===== config.mk =====
export PLATFORM = sky130hd
export DESIGN_NAME = csc_charge_state_controller
export DESIGN_NICKNAME = d
export VERILOG_FILES = /design/src/rtl/csc_pkg.sv /design/src/rtl/csc_charge_state_controller.sv
export SDC_FILE = /design/constraint.sdc
export NUM_CORES = 1
export LEC_CHECK = 0
export BUFFER_PORTS_ARGS = -buffer_cell sky130_fd_sc_hd__buf_4
export CAP_MARGIN = 20
export CORE_MARGIN = 5
export CORE_UTILIZATION = 42
export CTS_CLUSTER_SIZE = 28
export DETAILED_ROUTE_END_ITERATION = 12
export GPL_TIMING_DRIVEN = 0
export PLACE_DENSITY = 0.76
export SLEW_MARGIN = 25
export SYNTH_ARGS = -nofsm -noshare
export SYNTH_HDL_FRONTEND = slang
export SYNTH_SLANG_ARGS = --single-unit

===== constraint.sdc =====
create_clock -name SYS_CLK -period 1.8 [get_ports SYS_CLK]
set_input_delay 0.09 -clock SYS_CLK [delete_from_list [all_inputs] [get_ports SYS_CLK]]
set_output_delay 0.09 -clock SYS_CLK [all_outputs]
set_load 0.1 [all_outputs]

===== src/rtl/csc_pkg.sv =====
// Package for the charge state controller: register map, fields and constants
package csc_pkg;

  // Charge states, one-hot
  typedef enum logic [1:0] {
    CSC_TRICKLE = 2'h1,
    CSC_FAST    = 2'h2
  } csc_state_e;

  // Register byte offsets
  localparam logic [3:0] CSC_OFS_STATUS  = 4'h0;
  localparam logic [3:0] CSC_OFS_MASK    = 4'h4;
  localparam logic [3:0] CSC_OFS_STATE   = 4'h8;
  localparam logic [3:0] CSC_OFS_CONTROL = 4'hC;

  // Event bit positions in status and mask
  localparam int CSC_EV_FAST    = 0;
  localparam int CSC_EV_TRICKLE = 1;
  localparam int CSC_EV_TIMEOUT = 2;
  localparam int CSC_EV_SLOPE   = 3;
  localparam int CSC_EV_HOT     = 4;
  localparam int CSC_EV_WIDTH   = 5;

  // State register fields
  localparam int CSC_ST_FAST    = 0;
  localparam int CSC_ST_HOTLOCK = 1;
  localparam int CSC_ST_WARMUSE = 2;

  // Control register fields
  localparam int CSC_CTL_ENABLE = 0;

  // Reset values
  localparam logic [CSC_EV_WIDTH-1:0] CSC_MASK_RST = 5'h00;
  localparam logic                    CSC_ENABLE_RST = 1'h1;

  // AXI responses
  localparam logic [1:0] CSC_RESP_OKAY   = 2'h0;
  localparam logic [1:0] CSC_RESP_SLVERR = 2'h2;

endpackage


===== src/rtl/csc_charge_state_controller.sv =====
// Two-state fast/trickle charge controller with AXI4-Lite registers
// Functional notes
// - Only two states exist, fast or trickle, nothing else.
// - Supply-settle reset low forces and holds trickle; rising permits fast.
// - Timeout or voltage-slope event forces trickle regardless of other inputs.
// - At power-up with current flowing, good temperature and voltage, go fast.
// - Battery insertion with good temperature and voltage enters fast charge.
// - Cold at power-up: first warm-enough rising edge starts fast charge.
// - Later warm-enough rising edges leave the charge state unchanged.
// - Too hot at start blocks fast charge until supply-settle reset cycles.
// - Fast charge holds until temperature, timeout or slope termination fires, or undervoltage or regulation appears.
// - Undervoltage flag present blocks fast charge start.
// - Hot limit crossing ends fast charge; no restart after cooling.
module csc_charge_state_controller (
  input  wire logic        SYS_CLK,
  input  wire logic        SRST,
  input  wire logic        SUPPLY_SETTLED,
  input  wire logic        CELL_UNDERVOLT,
  input  wire logic        IN_REGULATION,
  input  wire logic        WARM_ENOUGH,
  input  wire logic        NOT_OVERHEATED,
  input  wire logic        CHARGE_TIMEOUT,
  input  wire logic        SLOPE_DETECT,
  input  wire logic [3:0]  S_AXI_AWADDR,
  input  wire logic        S_AXI_AWVALID,
  output logic             S_AXI_AWREADY,
  input  wire logic [31:0] S_AXI_WDATA,
  input  wire logic [3:0]  S_AXI_WSTRB,
  input  wire logic        S_AXI_WVALID,
  output logic             S_AXI_WREADY,
  output logic [1:0]       S_AXI_BRESP,
  output logic             S_AXI_BVALID,
  input  wire logic        S_AXI_BREADY,
  input  wire logic [3:0]  S_AXI_ARADDR,
  input  wire logic        S_AXI_ARVALID,
  output logic             S_AXI_ARREADY,
  output logic [31:0]      S_AXI_RDATA,
  output logic [1:0]       S_AXI_RRESP,
  output logic             S_AXI_RVALID,
  input  wire logic        S_AXI_RREADY,
  output logic             FAST_CHARGE,
  output logic             IRQ
);

  localparam int EW = csc_pkg::CSC_EV_WIDTH;

  csc_pkg::csc_state_e state_reg;
  csc_pkg::csc_state_e state_next;
  logic          settle_q;
  logic          warm_q;
  logic          noth_q;
  logic          uv_q;
  logic          reg_q;
  logic          hot_lock_reg;
  logic          warm_used_reg;
  logic          enable_reg;
  logic [EW-1:0] status_reg;
  logic [EW-1:0] mask_reg;
  logic [EW-1:0] event_now;
  logic          aw_held;
  logic          w_held;
  logic [3:0]    aw_addr_reg;
  logic [31:0]   w_data_reg;
  logic [3:0]    w_strb_reg;
  logic          status_rd;
  logic          warm_rise;
  logic          noth_fall;
  logic          uv_fall;
  logic          reg_fall;
  logic          settle_rise;
  logic          terminate;
  logic          start_ok;
  logic          wr_fire;

  // Previous levels for edge detection
  always_ff @(posedge SYS_CLK) begin
    if (SRST) begin
      settle_q <= 1'b0;
      warm_q   <= 1'b1; // Idle warm level, no false edge after reset
      noth_q   <= 1'b0;
      uv_q     <= 1'b0;
      reg_q    <= 1'b0;
    end else begin
      settle_q <= SUPPLY_SETTLED;
      warm_q   <= WARM_ENOUGH;
      noth_q   <= NOT_OVERHEATED;
      uv_q     <= CELL_UNDERVOLT;
      reg_q    <= IN_REGULATION;
    end
  end

  // Edge terms
  assign settle_rise = SUPPLY_SETTLED & ~settle_q;
  assign warm_rise   = WARM_ENOUGH & ~warm_q;
  assign noth_fall   = ~NOT_OVERHEATED & noth_q;
  assign uv_fall     = ~CELL_UNDERVOLT & uv_q;
  assign reg_fall    = ~IN_REGULATION & reg_q;

  // Termination and start qualification
  assign terminate = CHARGE_TIMEOUT | SLOPE_DETECT | noth_fall | ~NOT_OVERHEATED;
  assign start_ok  = enable_reg & ~CELL_UNDERVOLT & ~IN_REGULATION & WARM_ENOUGH
                   & NOT_OVERHEATED & ~hot_lock_reg;

  // Hot lockout: too hot at start, or overheat during any phase, latches until settle cycles
  always_ff @(posedge SYS_CLK) begin
    if (SRST) begin
      hot_lock_reg <= 1'b0;
    end else if (!SUPPLY_SETTLED) begin
      hot_lock_reg <= 1'b0;
    end else if (!NOT_OVERHEATED) begin
      hot_lock_reg <= 1'b1;
    end
  end

  // Warm-enough edge is used once per settle cycle
  always_ff @(posedge SYS_CLK) begin
    if (SRST) begin
      warm_used_reg <= 1'b0;
    end else if (!SUPPLY_SETTLED) begin
      warm_used_reg <= 1'b0;
    end else if (warm_rise) begin
      warm_used_reg <= 1'b1;
    end
  end

  // Next charge state
  always_comb begin
    state_next = state_reg;
    case (state_reg)
      csc_pkg::CSC_TRICKLE: begin
        if (SUPPLY_SETTLED && !CHARGE_TIMEOUT && !SLOPE_DETECT && start_ok &&
            (settle_rise || uv_fall || reg_fall || (warm_rise && !warm_used_reg))) begin
          state_next = csc_pkg::CSC_FAST;
        end
      end
      csc_pkg::CSC_FAST: begin
        if (terminate || CELL_UNDERVOLT || IN_REGULATION) begin
          state_next = csc_pkg::CSC_TRICKLE;
        end
      end
      default: state_next = csc_pkg::CSC_TRICKLE;
    endcase
    if (!SUPPLY_SETTLED) begin
      state_next = csc_pkg::CSC_TRICKLE;
    end
  end

  // Charge state register
  always_ff @(posedge SYS_CLK) begin
    if (SRST) begin
      state_reg <= csc_pkg::CSC_TRICKLE;
    end else begin
      state_reg <= state_next;
    end
  end

  // Output flag
  always_ff @(posedge SYS_CLK) begin
    if (SRST) begin
      FAST_CHARGE <= 1'b0;
    end else begin
      FAST_CHARGE <= (state_next == csc_pkg::CSC_FAST);
    end
  end

  // Events for the sticky status
  always_comb begin
    event_now = '0;
    event_now[csc_pkg::CSC_EV_FAST]    = (state_reg == csc_pkg::CSC_TRICKLE) && (state_next == csc_pkg::CSC_FAST);
    event_now[csc_pkg::CSC_EV_TRICKLE] = (state_reg == csc_pkg::CSC_FAST) && (state_next == csc_pkg::CSC_TRICKLE);
    event_now[csc_pkg::CSC_EV_TIMEOUT] = CHARGE_TIMEOUT && (state_reg == csc_pkg::CSC_FAST);
    event_now[csc_pkg::CSC_EV_SLOPE]   = SLOPE_DETECT && (state_reg == csc_pkg::CSC_FAST);
    event_now[csc_pkg::CSC_EV_HOT]     = noth_fall;
  end

  // Sticky status: read clears, set wins
  always_ff @(posedge SYS_CLK) begin
    if (SRST) begin
      status_reg <= '0;
    end else begin
      status_reg <= (status_rd ? '0 : status_reg) | event_now;
    end
  end

  // Interrupt level
  always_ff @(posedge SYS_CLK) begin
    if (SRST) begin
      IRQ <= 1'b0;
    end else begin
      IRQ <= |(((status_rd ? '0 : status_reg) | event_now) & mask_reg);
    end
  end

  // Write channel capture
  assign wr_fire = aw_held && w_held && !S_AXI_BVALID;

  always_ff @(posedge SYS_CLK) begin
    if (SRST) begin
      aw_held       <= 1'b0;
      w_held        <= 1'b0;
      aw_addr_reg   <= 4'h0;
      w_data_reg    <= 32'h0;
      w_strb_reg    <= 4'h0;
      S_AXI_AWREADY <= 1'b0;
      S_AXI_WREADY  <= 1'b0;
      S_AXI_BVALID  <= 1'b0;
      S_AXI_BRESP   <= csc_pkg::CSC_RESP_OKAY;
    end else begin
      S_AXI_AWREADY <= !aw_held && !S_AXI_AWREADY && S_AXI_AWVALID;
      S_AXI_WREADY  <= !w_held && !S_AXI_WREADY && S_AXI_WVALID;
      if (S_AXI_AWVALID && S_AXI_AWREADY) begin
        aw_held     <= 1'b1;
        aw_addr_reg <= S_AXI_AWADDR;
      end
      if (S_AXI_WVALID && S_AXI_WREADY) begin
        w_held     <= 1'b1;
        w_data_reg <= S_AXI_WDATA;
        w_strb_reg <= S_AXI_WSTRB;
      end
      if (wr_fire) begin
        aw_held      <= 1'b0;
        w_held       <= 1'b0;
        S_AXI_BVALID <= 1'b1;
        S_AXI_BRESP  <= (aw_addr_reg == csc_pkg::CSC_OFS_MASK || aw_addr_reg == csc_pkg::CSC_OFS_CONTROL ||
                         aw_addr_reg == csc_pkg::CSC_OFS_STATUS || aw_addr_reg == csc_pkg::CSC_OFS_STATE)
                        ? csc_pkg::CSC_RESP_OKAY : csc_pkg::CSC_RESP_SLVERR;
      end else if (S_AXI_BVALID && S_AXI_BREADY) begin
        S_AXI_BVALID <= 1'b0;
      end
    end
  end

  // Writable registers
  always_ff @(posedge SYS_CLK) begin
    if (SRST) begin
      mask_reg   <= csc_pkg::CSC_MASK_RST;
      enable_reg <= csc_pkg::CSC_ENABLE_RST;
    end else if (wr_fire && w_strb_reg[0]) begin
      if (aw_addr_reg == csc_pkg::CSC_OFS_MASK) begin
        mask_reg <= w_data_reg[EW-1:0];
      end
      if (aw_addr_reg == csc_pkg::CSC_OFS_CONTROL) begin
        enable_reg <= w_data_reg[csc_pkg::CSC_CTL_ENABLE];
      end
    end
  end

  // Read channel
  assign status_rd = S_AXI_ARVALID && S_AXI_ARREADY && (S_AXI_ARADDR == csc_pkg::CSC_OFS_STATUS);

  always_ff @(posedge SYS_CLK) begin
    if (SRST) begin
      S_AXI_ARREADY <= 1'b0;
      S_AXI_RVALID  <= 1'b0;
      S_AXI_RDATA   <= 32'h0;
      S_AXI_RRESP   <= csc_pkg::CSC_RESP_OKAY;
    end else begin
      S_AXI_ARREADY <= !S_AXI_ARREADY && !S_AXI_RVALID && S_AXI_ARVALID;
      if (S_AXI_ARVALID && S_AXI_ARREADY) begin
        S_AXI_RVALID <= 1'b1;
        S_AXI_RRESP  <= csc_pkg::CSC_RESP_OKAY;
        S_AXI_RDATA  <= 32'h0;
        case (S_AXI_ARADDR)
          csc_pkg::CSC_OFS_STATUS:  S_AXI_RDATA[EW-1:0] <= status_reg;
          csc_pkg::CSC_OFS_MASK:    S_AXI_RDATA[EW-1:0] <= mask_reg;
          csc_pkg::CSC_OFS_STATE: begin
            S_AXI_RDATA[csc_pkg::CSC_ST_FAST]    <= (state_reg == csc_pkg::CSC_FAST);
            S_AXI_RDATA[csc_pkg::CSC_ST_HOTLOCK] <= hot_lock_reg;
            S_AXI_RDATA[csc_pkg::CSC_ST_WARMUSE] <= warm_used_reg;
          end
          csc_pkg::CSC_OFS_CONTROL: S_AXI_RDATA[csc_pkg::CSC_CTL_ENABLE] <= enable_reg;
          default:                  S_AXI_RRESP <= csc_pkg::CSC_RESP_SLVERR;
        endcase
      end else if (S_AXI_RVALID && S_AXI_RREADY) begin
        S_AXI_RVALID <= 1'b0;
      end
    end
  end

  // Checks
  property p_settle_low;
    @(posedge SYS_CLK) disable iff (SRST) !SUPPLY_SETTLED |=> !FAST_CHARGE;
  endproperty
  a_settle_low: assert property (p_settle_low) else $error("fast while supply unsettled");

  property p_term;
    @(posedge SYS_CLK) disable iff (SRST) (CHARGE_TIMEOUT || SLOPE_DETECT) |=> !FAST_CHARGE;
  endproperty
  a_term: assert property (p_term) else $error("termination ignored");

  property p_onehot;
    @(posedge SYS_CLK) disable iff (SRST) $onehot(state_reg) && (FAST_CHARGE == (state_reg == csc_pkg::CSC_FAST));
  endproperty
  a_onehot: assert property (p_onehot) else $error("bad state");

  property p_no_start_cold;
    @(posedge SYS_CLK) disable iff (SRST) (!FAST_CHARGE && (!WARM_ENOUGH || !NOT_OVERHEATED)) |=> !FAST_CHARGE;
  endproperty
  a_no_start_cold: assert property (p_no_start_cold) else $error("start while temperature bad");

  property p_hot_lock;
    @(posedge SYS_CLK) disable iff (SRST) (hot_lock_reg && SUPPLY_SETTLED) |=> !FAST_CHARGE;
  endproperty
  a_hot_lock: assert property (p_hot_lock) else $error("fast after overheat");

  property p_uv;
    @(posedge SYS_CLK) disable iff (SRST) (CELL_UNDERVOLT || IN_REGULATION) |=> !FAST_CHARGE;
  endproperty
  a_uv: assert property (p_uv) else $error("fast under lockout or regulation");

  property p_warm_once;
    @(posedge SYS_CLK) disable iff (SRST) (!FAST_CHARGE && warm_used_reg && warm_rise && !settle_rise && !uv_fall
                                           && !reg_fall) |=> !FAST_CHARGE;
  endproperty
  a_warm_once: assert property (p_warm_once) else $error("second warm edge started fast");

  property p_warm_first;
    @(posedge SYS_CLK) disable iff (SRST) (!FAST_CHARGE && SUPPLY_SETTLED && warm_rise && !warm_used_reg && start_ok
                                           && !CHARGE_TIMEOUT && !SLOPE_DETECT) |=> FAST_CHARGE;
  endproperty
  a_warm_first: assert property (p_warm_first) else $error("first warm edge missed");

  property p_power_up;
    @(posedge SYS_CLK) disable iff (SRST) (!FAST_CHARGE && settle_rise && start_ok && !CHARGE_TIMEOUT && !SLOPE_DETECT)
                                          |=> FAST_CHARGE;
  endproperty
  a_power_up: assert property (p_power_up) else $error("power-up start missed");

  property p_hold;
    @(posedge SYS_CLK) disable iff (SRST) (FAST_CHARGE && SUPPLY_SETTLED && !CHARGE_TIMEOUT && !SLOPE_DETECT
                                           && NOT_OVERHEATED && !CELL_UNDERVOLT && !IN_REGULATION) |=> FAST_CHARGE;
  endproperty
  a_hold: assert property (p_hold) else $error("fast dropped without cause");

  property p_insert;
    @(posedge SYS_CLK) disable iff (SRST) (!FAST_CHARGE && SUPPLY_SETTLED && (uv_fall || reg_fall) && start_ok
                                           && !CHARGE_TIMEOUT && !SLOPE_DETECT) |=> FAST_CHARGE;
  endproperty
  a_insert: assert property (p_insert) else $error("insertion start missed");

  property p_timeout_flag;
    @(posedge SYS_CLK) disable iff (SRST) (CHARGE_TIMEOUT && FAST_CHARGE) |=> status_reg[csc_pkg::CSC_EV_TIMEOUT];
  endproperty
  a_timeout_flag: assert property (p_timeout_flag) else $error("timeout event not latched");

endmodule


==> run metrics, run 1 <==
total gr overflow=0; routed len/inst=12.3 um; Avg Cell Area, Syn=8.89 um2; maximum number of pins on one net before global-route repair=15; critical setup path kind=flip-flop to flip-flop; DR vias=1851; Critical Path RT=1980 ps; Critical Path Sink Type=flip-flop; Std-Cell Rows=26; nets@finish=381; reg2reg start=state_reg[1]; worst path bufs/invs=0; initial antenna violation count=0; Die ar.=6700 um2; Fin. Hold Viols=0; DRT iter0 DRCs=86; Setup TNS=0 ps; CTS tree=done; delay-heaviest family, CP=compound AO/OA/AOI/OAI gates; fin crit share=93.9%; area added between synthesis and finish=29.5%; first-pass GRT wire length=7610 um; Static Leak=1.24 nW; count leader, synth=dfxtp_1; Post-Synthesis Cells=244; min-delay src=CELL_UNDERVOLT; # IOs=101; CP Depth=6; number of H-tree levels=2; VDD IR max=0.000551 V; pre-CTS setup slack=-101 ps; Period minus WS final=1690 ps; ys async rst share=0%; vias in the first global route=1675; Sink Count=46; Slowest-stage cell, CP=dfxtp_1; Core ar.=5070 um2; post-synth cell types=47; CTS Root Cell=clkbuf_8; Initial Util=42.7%; Setup Viol. Count Final=0; Worst-path clk slew=80 ps; Synth area leaders=dfxtp_1 42%, buf_4 10%, a21oi_1 4.8%, mux2i_1 4.6%, nor2_1 3.8%; Ys Warns=0; share of layout cells above drive strength 1=28.9%; ys flop type=dfxtp_1; Final Worst Setup Slack=110 ps; status=completed; fill cell count=505; Horiz. Die Dim=81.9 um; reg2reg end=IRQ; RSZ-0062 raised after global routing=false; DRC violations left=0; power per cell area=873 nW/um2; worst path cell trace=ha_4, and3b_2, o211ai_1, o21a_1, a41o_1, o2bb2ai_1; register area share after synthesis=42.5%; final non-filler cell total=392; Worst Path Max Fanout=4; Synth top cells by count=46 x dfxtp_1, 29 x buf_4, 22 x nor2_1; Clk Latency, worst-skew pair=300 ps; final WL=4820 um; total CTS buffers=5; Startpoint Class=flip-flop; drt via density=4.72; area share of the largest cell type after synthesis=42.5%; Slowest Stage Delay on Critical Path=420 ps; Peak Freq=592 MHz; total track usage=14.6%; final antenna-violating net count=0; Buffers on Ports=39; clk_skew=8.84 ps; First-pass DRT Iterations=4; routability cong.=0.840; dpl hpwl=3630 um; R2R depth=6; Ant. Diodes=0; cell taking the most area after synthesis=dfxtp_1; Placed Instances=381; height of the die=81.9 um; Power Total=2.45 mW; Worst Hold End=uv_q; relative slew slack=60.2%; Slew Limit Fails=0; cell area after synthesis=2170 um2; Arrival @ worst endpoint=1870 ps; worst slew pin tran=597 ps; R2R Setup Slk=110 ps; Min-Delay Path Depth=2; Worst Hold Class=primary input to flip-flop; CP startpoint=state_reg[1]; clk buf depth=2; Max Cap Violations=0; EDFF count, synth=0; Yosys reg bits=46
-- repair_timing --
action | CTS | global route
gates resized for setup | 2 | 3
endpoints found under the hold margin | 1 | 0
setup buffers | 2 | 0
hold buffers | 1 | 0
endpoints found under the setup margin | 1 | 6
-- cell type report --
type                       instances  area (um2)  area share, %
tap                               70        87.6           3.12
buffer                            39         263           9.35
timing repair buffer              42         318           11.3
multi-input combinational        179        1080           38.3
inverter                           8        30.0           1.07
sequential                        46         925           32.9
clock buffer                       6        72.6           2.58
clock inverter                     2        37.5           1.34
-- through the flow --
stage                     utilization (%)  cell area [um2]  hold WS [ps]
after detailed placement             52.3             2660           309
after CTS                            55.1             2790          10.3
after global routing                 55.4             2810          16.1
after floorplan                         -             2280           185
after global placement               52.3             2660           311
final                                55.4             2810          17.3
-- cells in the final DEF (no fill, tap or decap), types with 3 or more instances in the layout --
master    synthesis  layout
clkbuf_8          0       5
a21oi_1          21      21
dfxtp_1          46      43
conb_1            1      29
o31a_1            3       3
a21boi_0          3       3
mux2i_1          10      10
nand3_1          13      13
nor2_1           22      21
nor3_1            8       8
nor4b_1           3       3
buf_4            29      70
nor2b_1           6       6
clkbuf_1          8       9
inv_1             8       7
a22oi_1           3       3
nand2_1          19      19
dfxtp_2           0       3
-- where the power goes --
| group | switching, mW | leakage [nW] | internal (mW) |
|---|---|---|---|
| logic | 0.434 | 0.818 | 0.164 |
| registers | 0.0318 | 0.374 | 1.06 |
| clock network | 0.352 | 0.0514 | 0.414 |
-- how the worst max path moves through the flow --
stage               end  slack (ps)
CTS                 IRQ          30
global route        IRQ          20
detailed placement  IRQ        -100
global placement    IRQ        -130
finish              IRQ         110
floorplan           IRQ          40
-- cell families after synthesis --
group / count (synthesis) / synth area share (%)
other: 1 / 0.173
multiplexers: 11 / 5.83
buffers and inverters: 47 / 13.5
adder cells (fa/ha/maj): 2 / 1.15
flip-flops: 46 / 42.5
AO/OA/AOI/OAI: 49 / 15.2
AND/OR/NAND/NOR: 88 / 21.7
-- per-layer routing --
layer | part of all wire (%) | vias to the layer above | GRT usage [%] | wire [um]
met5 | 0 | - | 0 | 0
met4 | 1.6 | 0 | 5.48 | 76
li1 | - | 955 | - | -
met3 | 5.9 | 9 | 3.73 | 283
met2 | 48 | 53 | 23.8 | 2300
met1 | 45 | 834 | 18.5 | 2160
(Power assumes the default switching activity.)
==> inputs of run 2 (changes only) <==
ABC_AREA = 1   (was default)
CORE_UTILIZATION = 41   (was 42)
PLACE_DENSITY = 0.75   (was 0.76)
==> run 2 against run 1 <==
Net effect:
- worst hold slack lost 0.56 ps
- cell count up 11%
- power decreased by 4.3%
- count of clock-buffer cells in the layout stayed put
- combinational power is 12% lower
- largest power group unchanged
==> run metrics, run 2 <==
Setup TNS=0 ps; worst slew pin tran=567 ps; Synth area leaders=dfxtp_1 44%, buf_4 10%, nand2_1 8.7%, nor2_1 7.7%, inv_1 6.6%; area of the multi-input gates=906 um2; Fin. Hold Viols=0; FF+latch area=923 um2; Std-Cell Rows=26; fin crit share=90.6%; Initial Util=41.8%; Sink Count=46; CTS Root Cell=clkbuf_8; Worst Hold Class=primary input to flip-flop; Period minus WS final=1630 ps; ys async rst share=0%; Peak Freq=613 MHz; Yosys reg bits=46; final WL=4310 um; relative slew slack=62.2%; Post-DP Area=2610 um2; Slowest-stage cell, CP=dfxtp_2; maximum number of pins on one net before global-route repair=15; final antenna-violating net count=0; most frequent cells in the layout=70 x buf_4, 49 x nand2_1, 44 x dfxtp_1; RSZ-0062 raised after global routing=false; area share of the largest cell type after synthesis=43.7%; initial antenna violation count=0; postcts setup bufs=0; drt via density=4.29; Buffers on Ports=41; Die ar.=6680 um2; worst path bufs/invs=3; Slowest Stage Delay on Critical Path=340 ps; area added between synthesis and finish=29.7%; Avg Cell Area, Syn=7.30 um2; Static Leak=1.36 nW; Ant. Diodes=0; hold slack=16.8 ps; Worst-path clk slew=80 ps; Synth top cells by count=49 x nand2_1, 46 x dfxtp_1, 43 x nor2_1; status=completed; fill cell count=511; DRT iter0 DRCs=81; Horiz. Die Dim=81.7 um; vias in the first global route=1742; # IOs=101; clk_skew=4.72 ps; Post-Synthesis Cells=289; first-pass GRT wire length=7090 um; critical setup path kind=flip-flop to flip-flop; cell taking the most area after synthesis=dfxtp_1; routability cong.=0.867; routed len/inst=9.86 um; height of the die=81.7 um; Power Total=2.35 mW; dpl hpwl=3460 um; number of H-tree levels=2; delay-heaviest family, CP=simple AND/OR/NAND/NOR gates; total track usage=13.9%; Slew Limit Fails=0; fin area=2740 um2; First-pass DRT Iterations=4; total CTS buffers=5; power per cell area=858 nW/um2; clk buf depth=2; commonest non-fill, non-tap cell in the layout=buf_4; post-synth cell types=27; EDFF count, synth=0; DRC violations left=0; VDD IR max=0.000660 V; total gr overflow=0; Critical Path RT=2010 ps; CTS tree=done; count leader, synth=nand2_1; Core ar.=5040 um2; share of layout cells above drive strength 1=27.0%; Worst Path Max Fanout=3; Startpoint Class=flip-flop; Top cell by count, worst path=nand2_1; register area share after synthesis=43.7%; Arrival @ worst endpoint=1840 ps; cell area after synthesis=2110 um2; ys flop type=dfxtp_1; Ys Warns=0; Clk Latency, worst-skew pair=300 ps; DR vias=1874; Critical Path Sink Type=flip-flop; Util after Layout=54.2%; nets@finish=426; worst path cell trace=inv_1, ha_1, nor2_1, inv_1, a21oi_1, nand2_1, nand3_1, nand2_1, nand2_1, nand3_1, nand2_1, inv_1; Setup Viol. Count Final=0; Max Cap Violations=0
-- run 2: worst paths after layout --
check	startpoint	cells past startpoint	end	slack (ps)
hold / removal	CELL_UNDERVOLT	3	uv_q	20
setup reg to reg	state_reg[0]	12	IRQ	170
setup / recovery	state_reg[0]	12	IRQ	170
hold reg to reg	S_AXI_ARREADY	1	S_AXI_ARREADY	430
-- run 2: final cells by class --
cell class                      instances  area share (%)
Multi-Input combinational cell        196            33.1
Tap cell                               70            3.20
Clock inverter                          2            1.37
Timing Repair Buffer                   42            11.6
Clock buffer                            6            2.65
Inverter                               42            5.76
Sequential cell                        46            33.8
Buffer                                 33            8.51
-- run 2: cells by family (layout without fill, tap and decap cells) --
group,Yosys count,after routing,share of synthesized area (%)
other,1,29,0.178
AOI/OAI and AO/OA,40,40,10.1
DFF,46,46,43.7
adders and majority gates,2,2,1.19
and+or+nand+nor,125,125,26.4
buffers and inverters,75,125,18.5
-- run 2: timing repair --
item	4_1_cts	5_1_grt
setup endpoints to repair	0	1
hold buffers	1	0
gates resized for setup	0	2
hold endpoints to repair	1	0
-- run 2: worst register-to-register path: stages (launching register included) --
cell	delay (ps)
dfxtp_2	340
inv_1	60
ha_1	280
nor2_1	140
inv_1	80
a21oi_1	120
nand2_1	100
nand3_1	110
nand2_1	70
nand2_1	50
nand3_1	80
nand2_1	70
inv_1	40
-- run 2: stage by stage --
stage / std cells / worst slack (ps)
floorplan: 317 / 86.0
global placement: 428 / 127
detailed placement: 428 / 97.1
CTS: 437 / 77.8
global route: 437 / 18.1
finish: 437 / 170
-- run 2: layer usage --
metal / vias to the layer above / share of wire, % / routed length (um) / track usage (%)
met4: 0 / 1.7 / 74 / 6.98
met1: 825 / 42 / 1830 / 15.2
met5: - / 0 / 0 / 0
met3: 6 / 7.8 / 337 / 4.06
met2: 50 / 48 / 2070 / 24.3
li1: 993 / - / - / -
-- run 2: where the power goes --
group / switching (mW) / internal (mW)
Combinational: 0.405 / 0.123
Sequential: 0.0151 / 1.05
Clock: 0.343 / 0.414
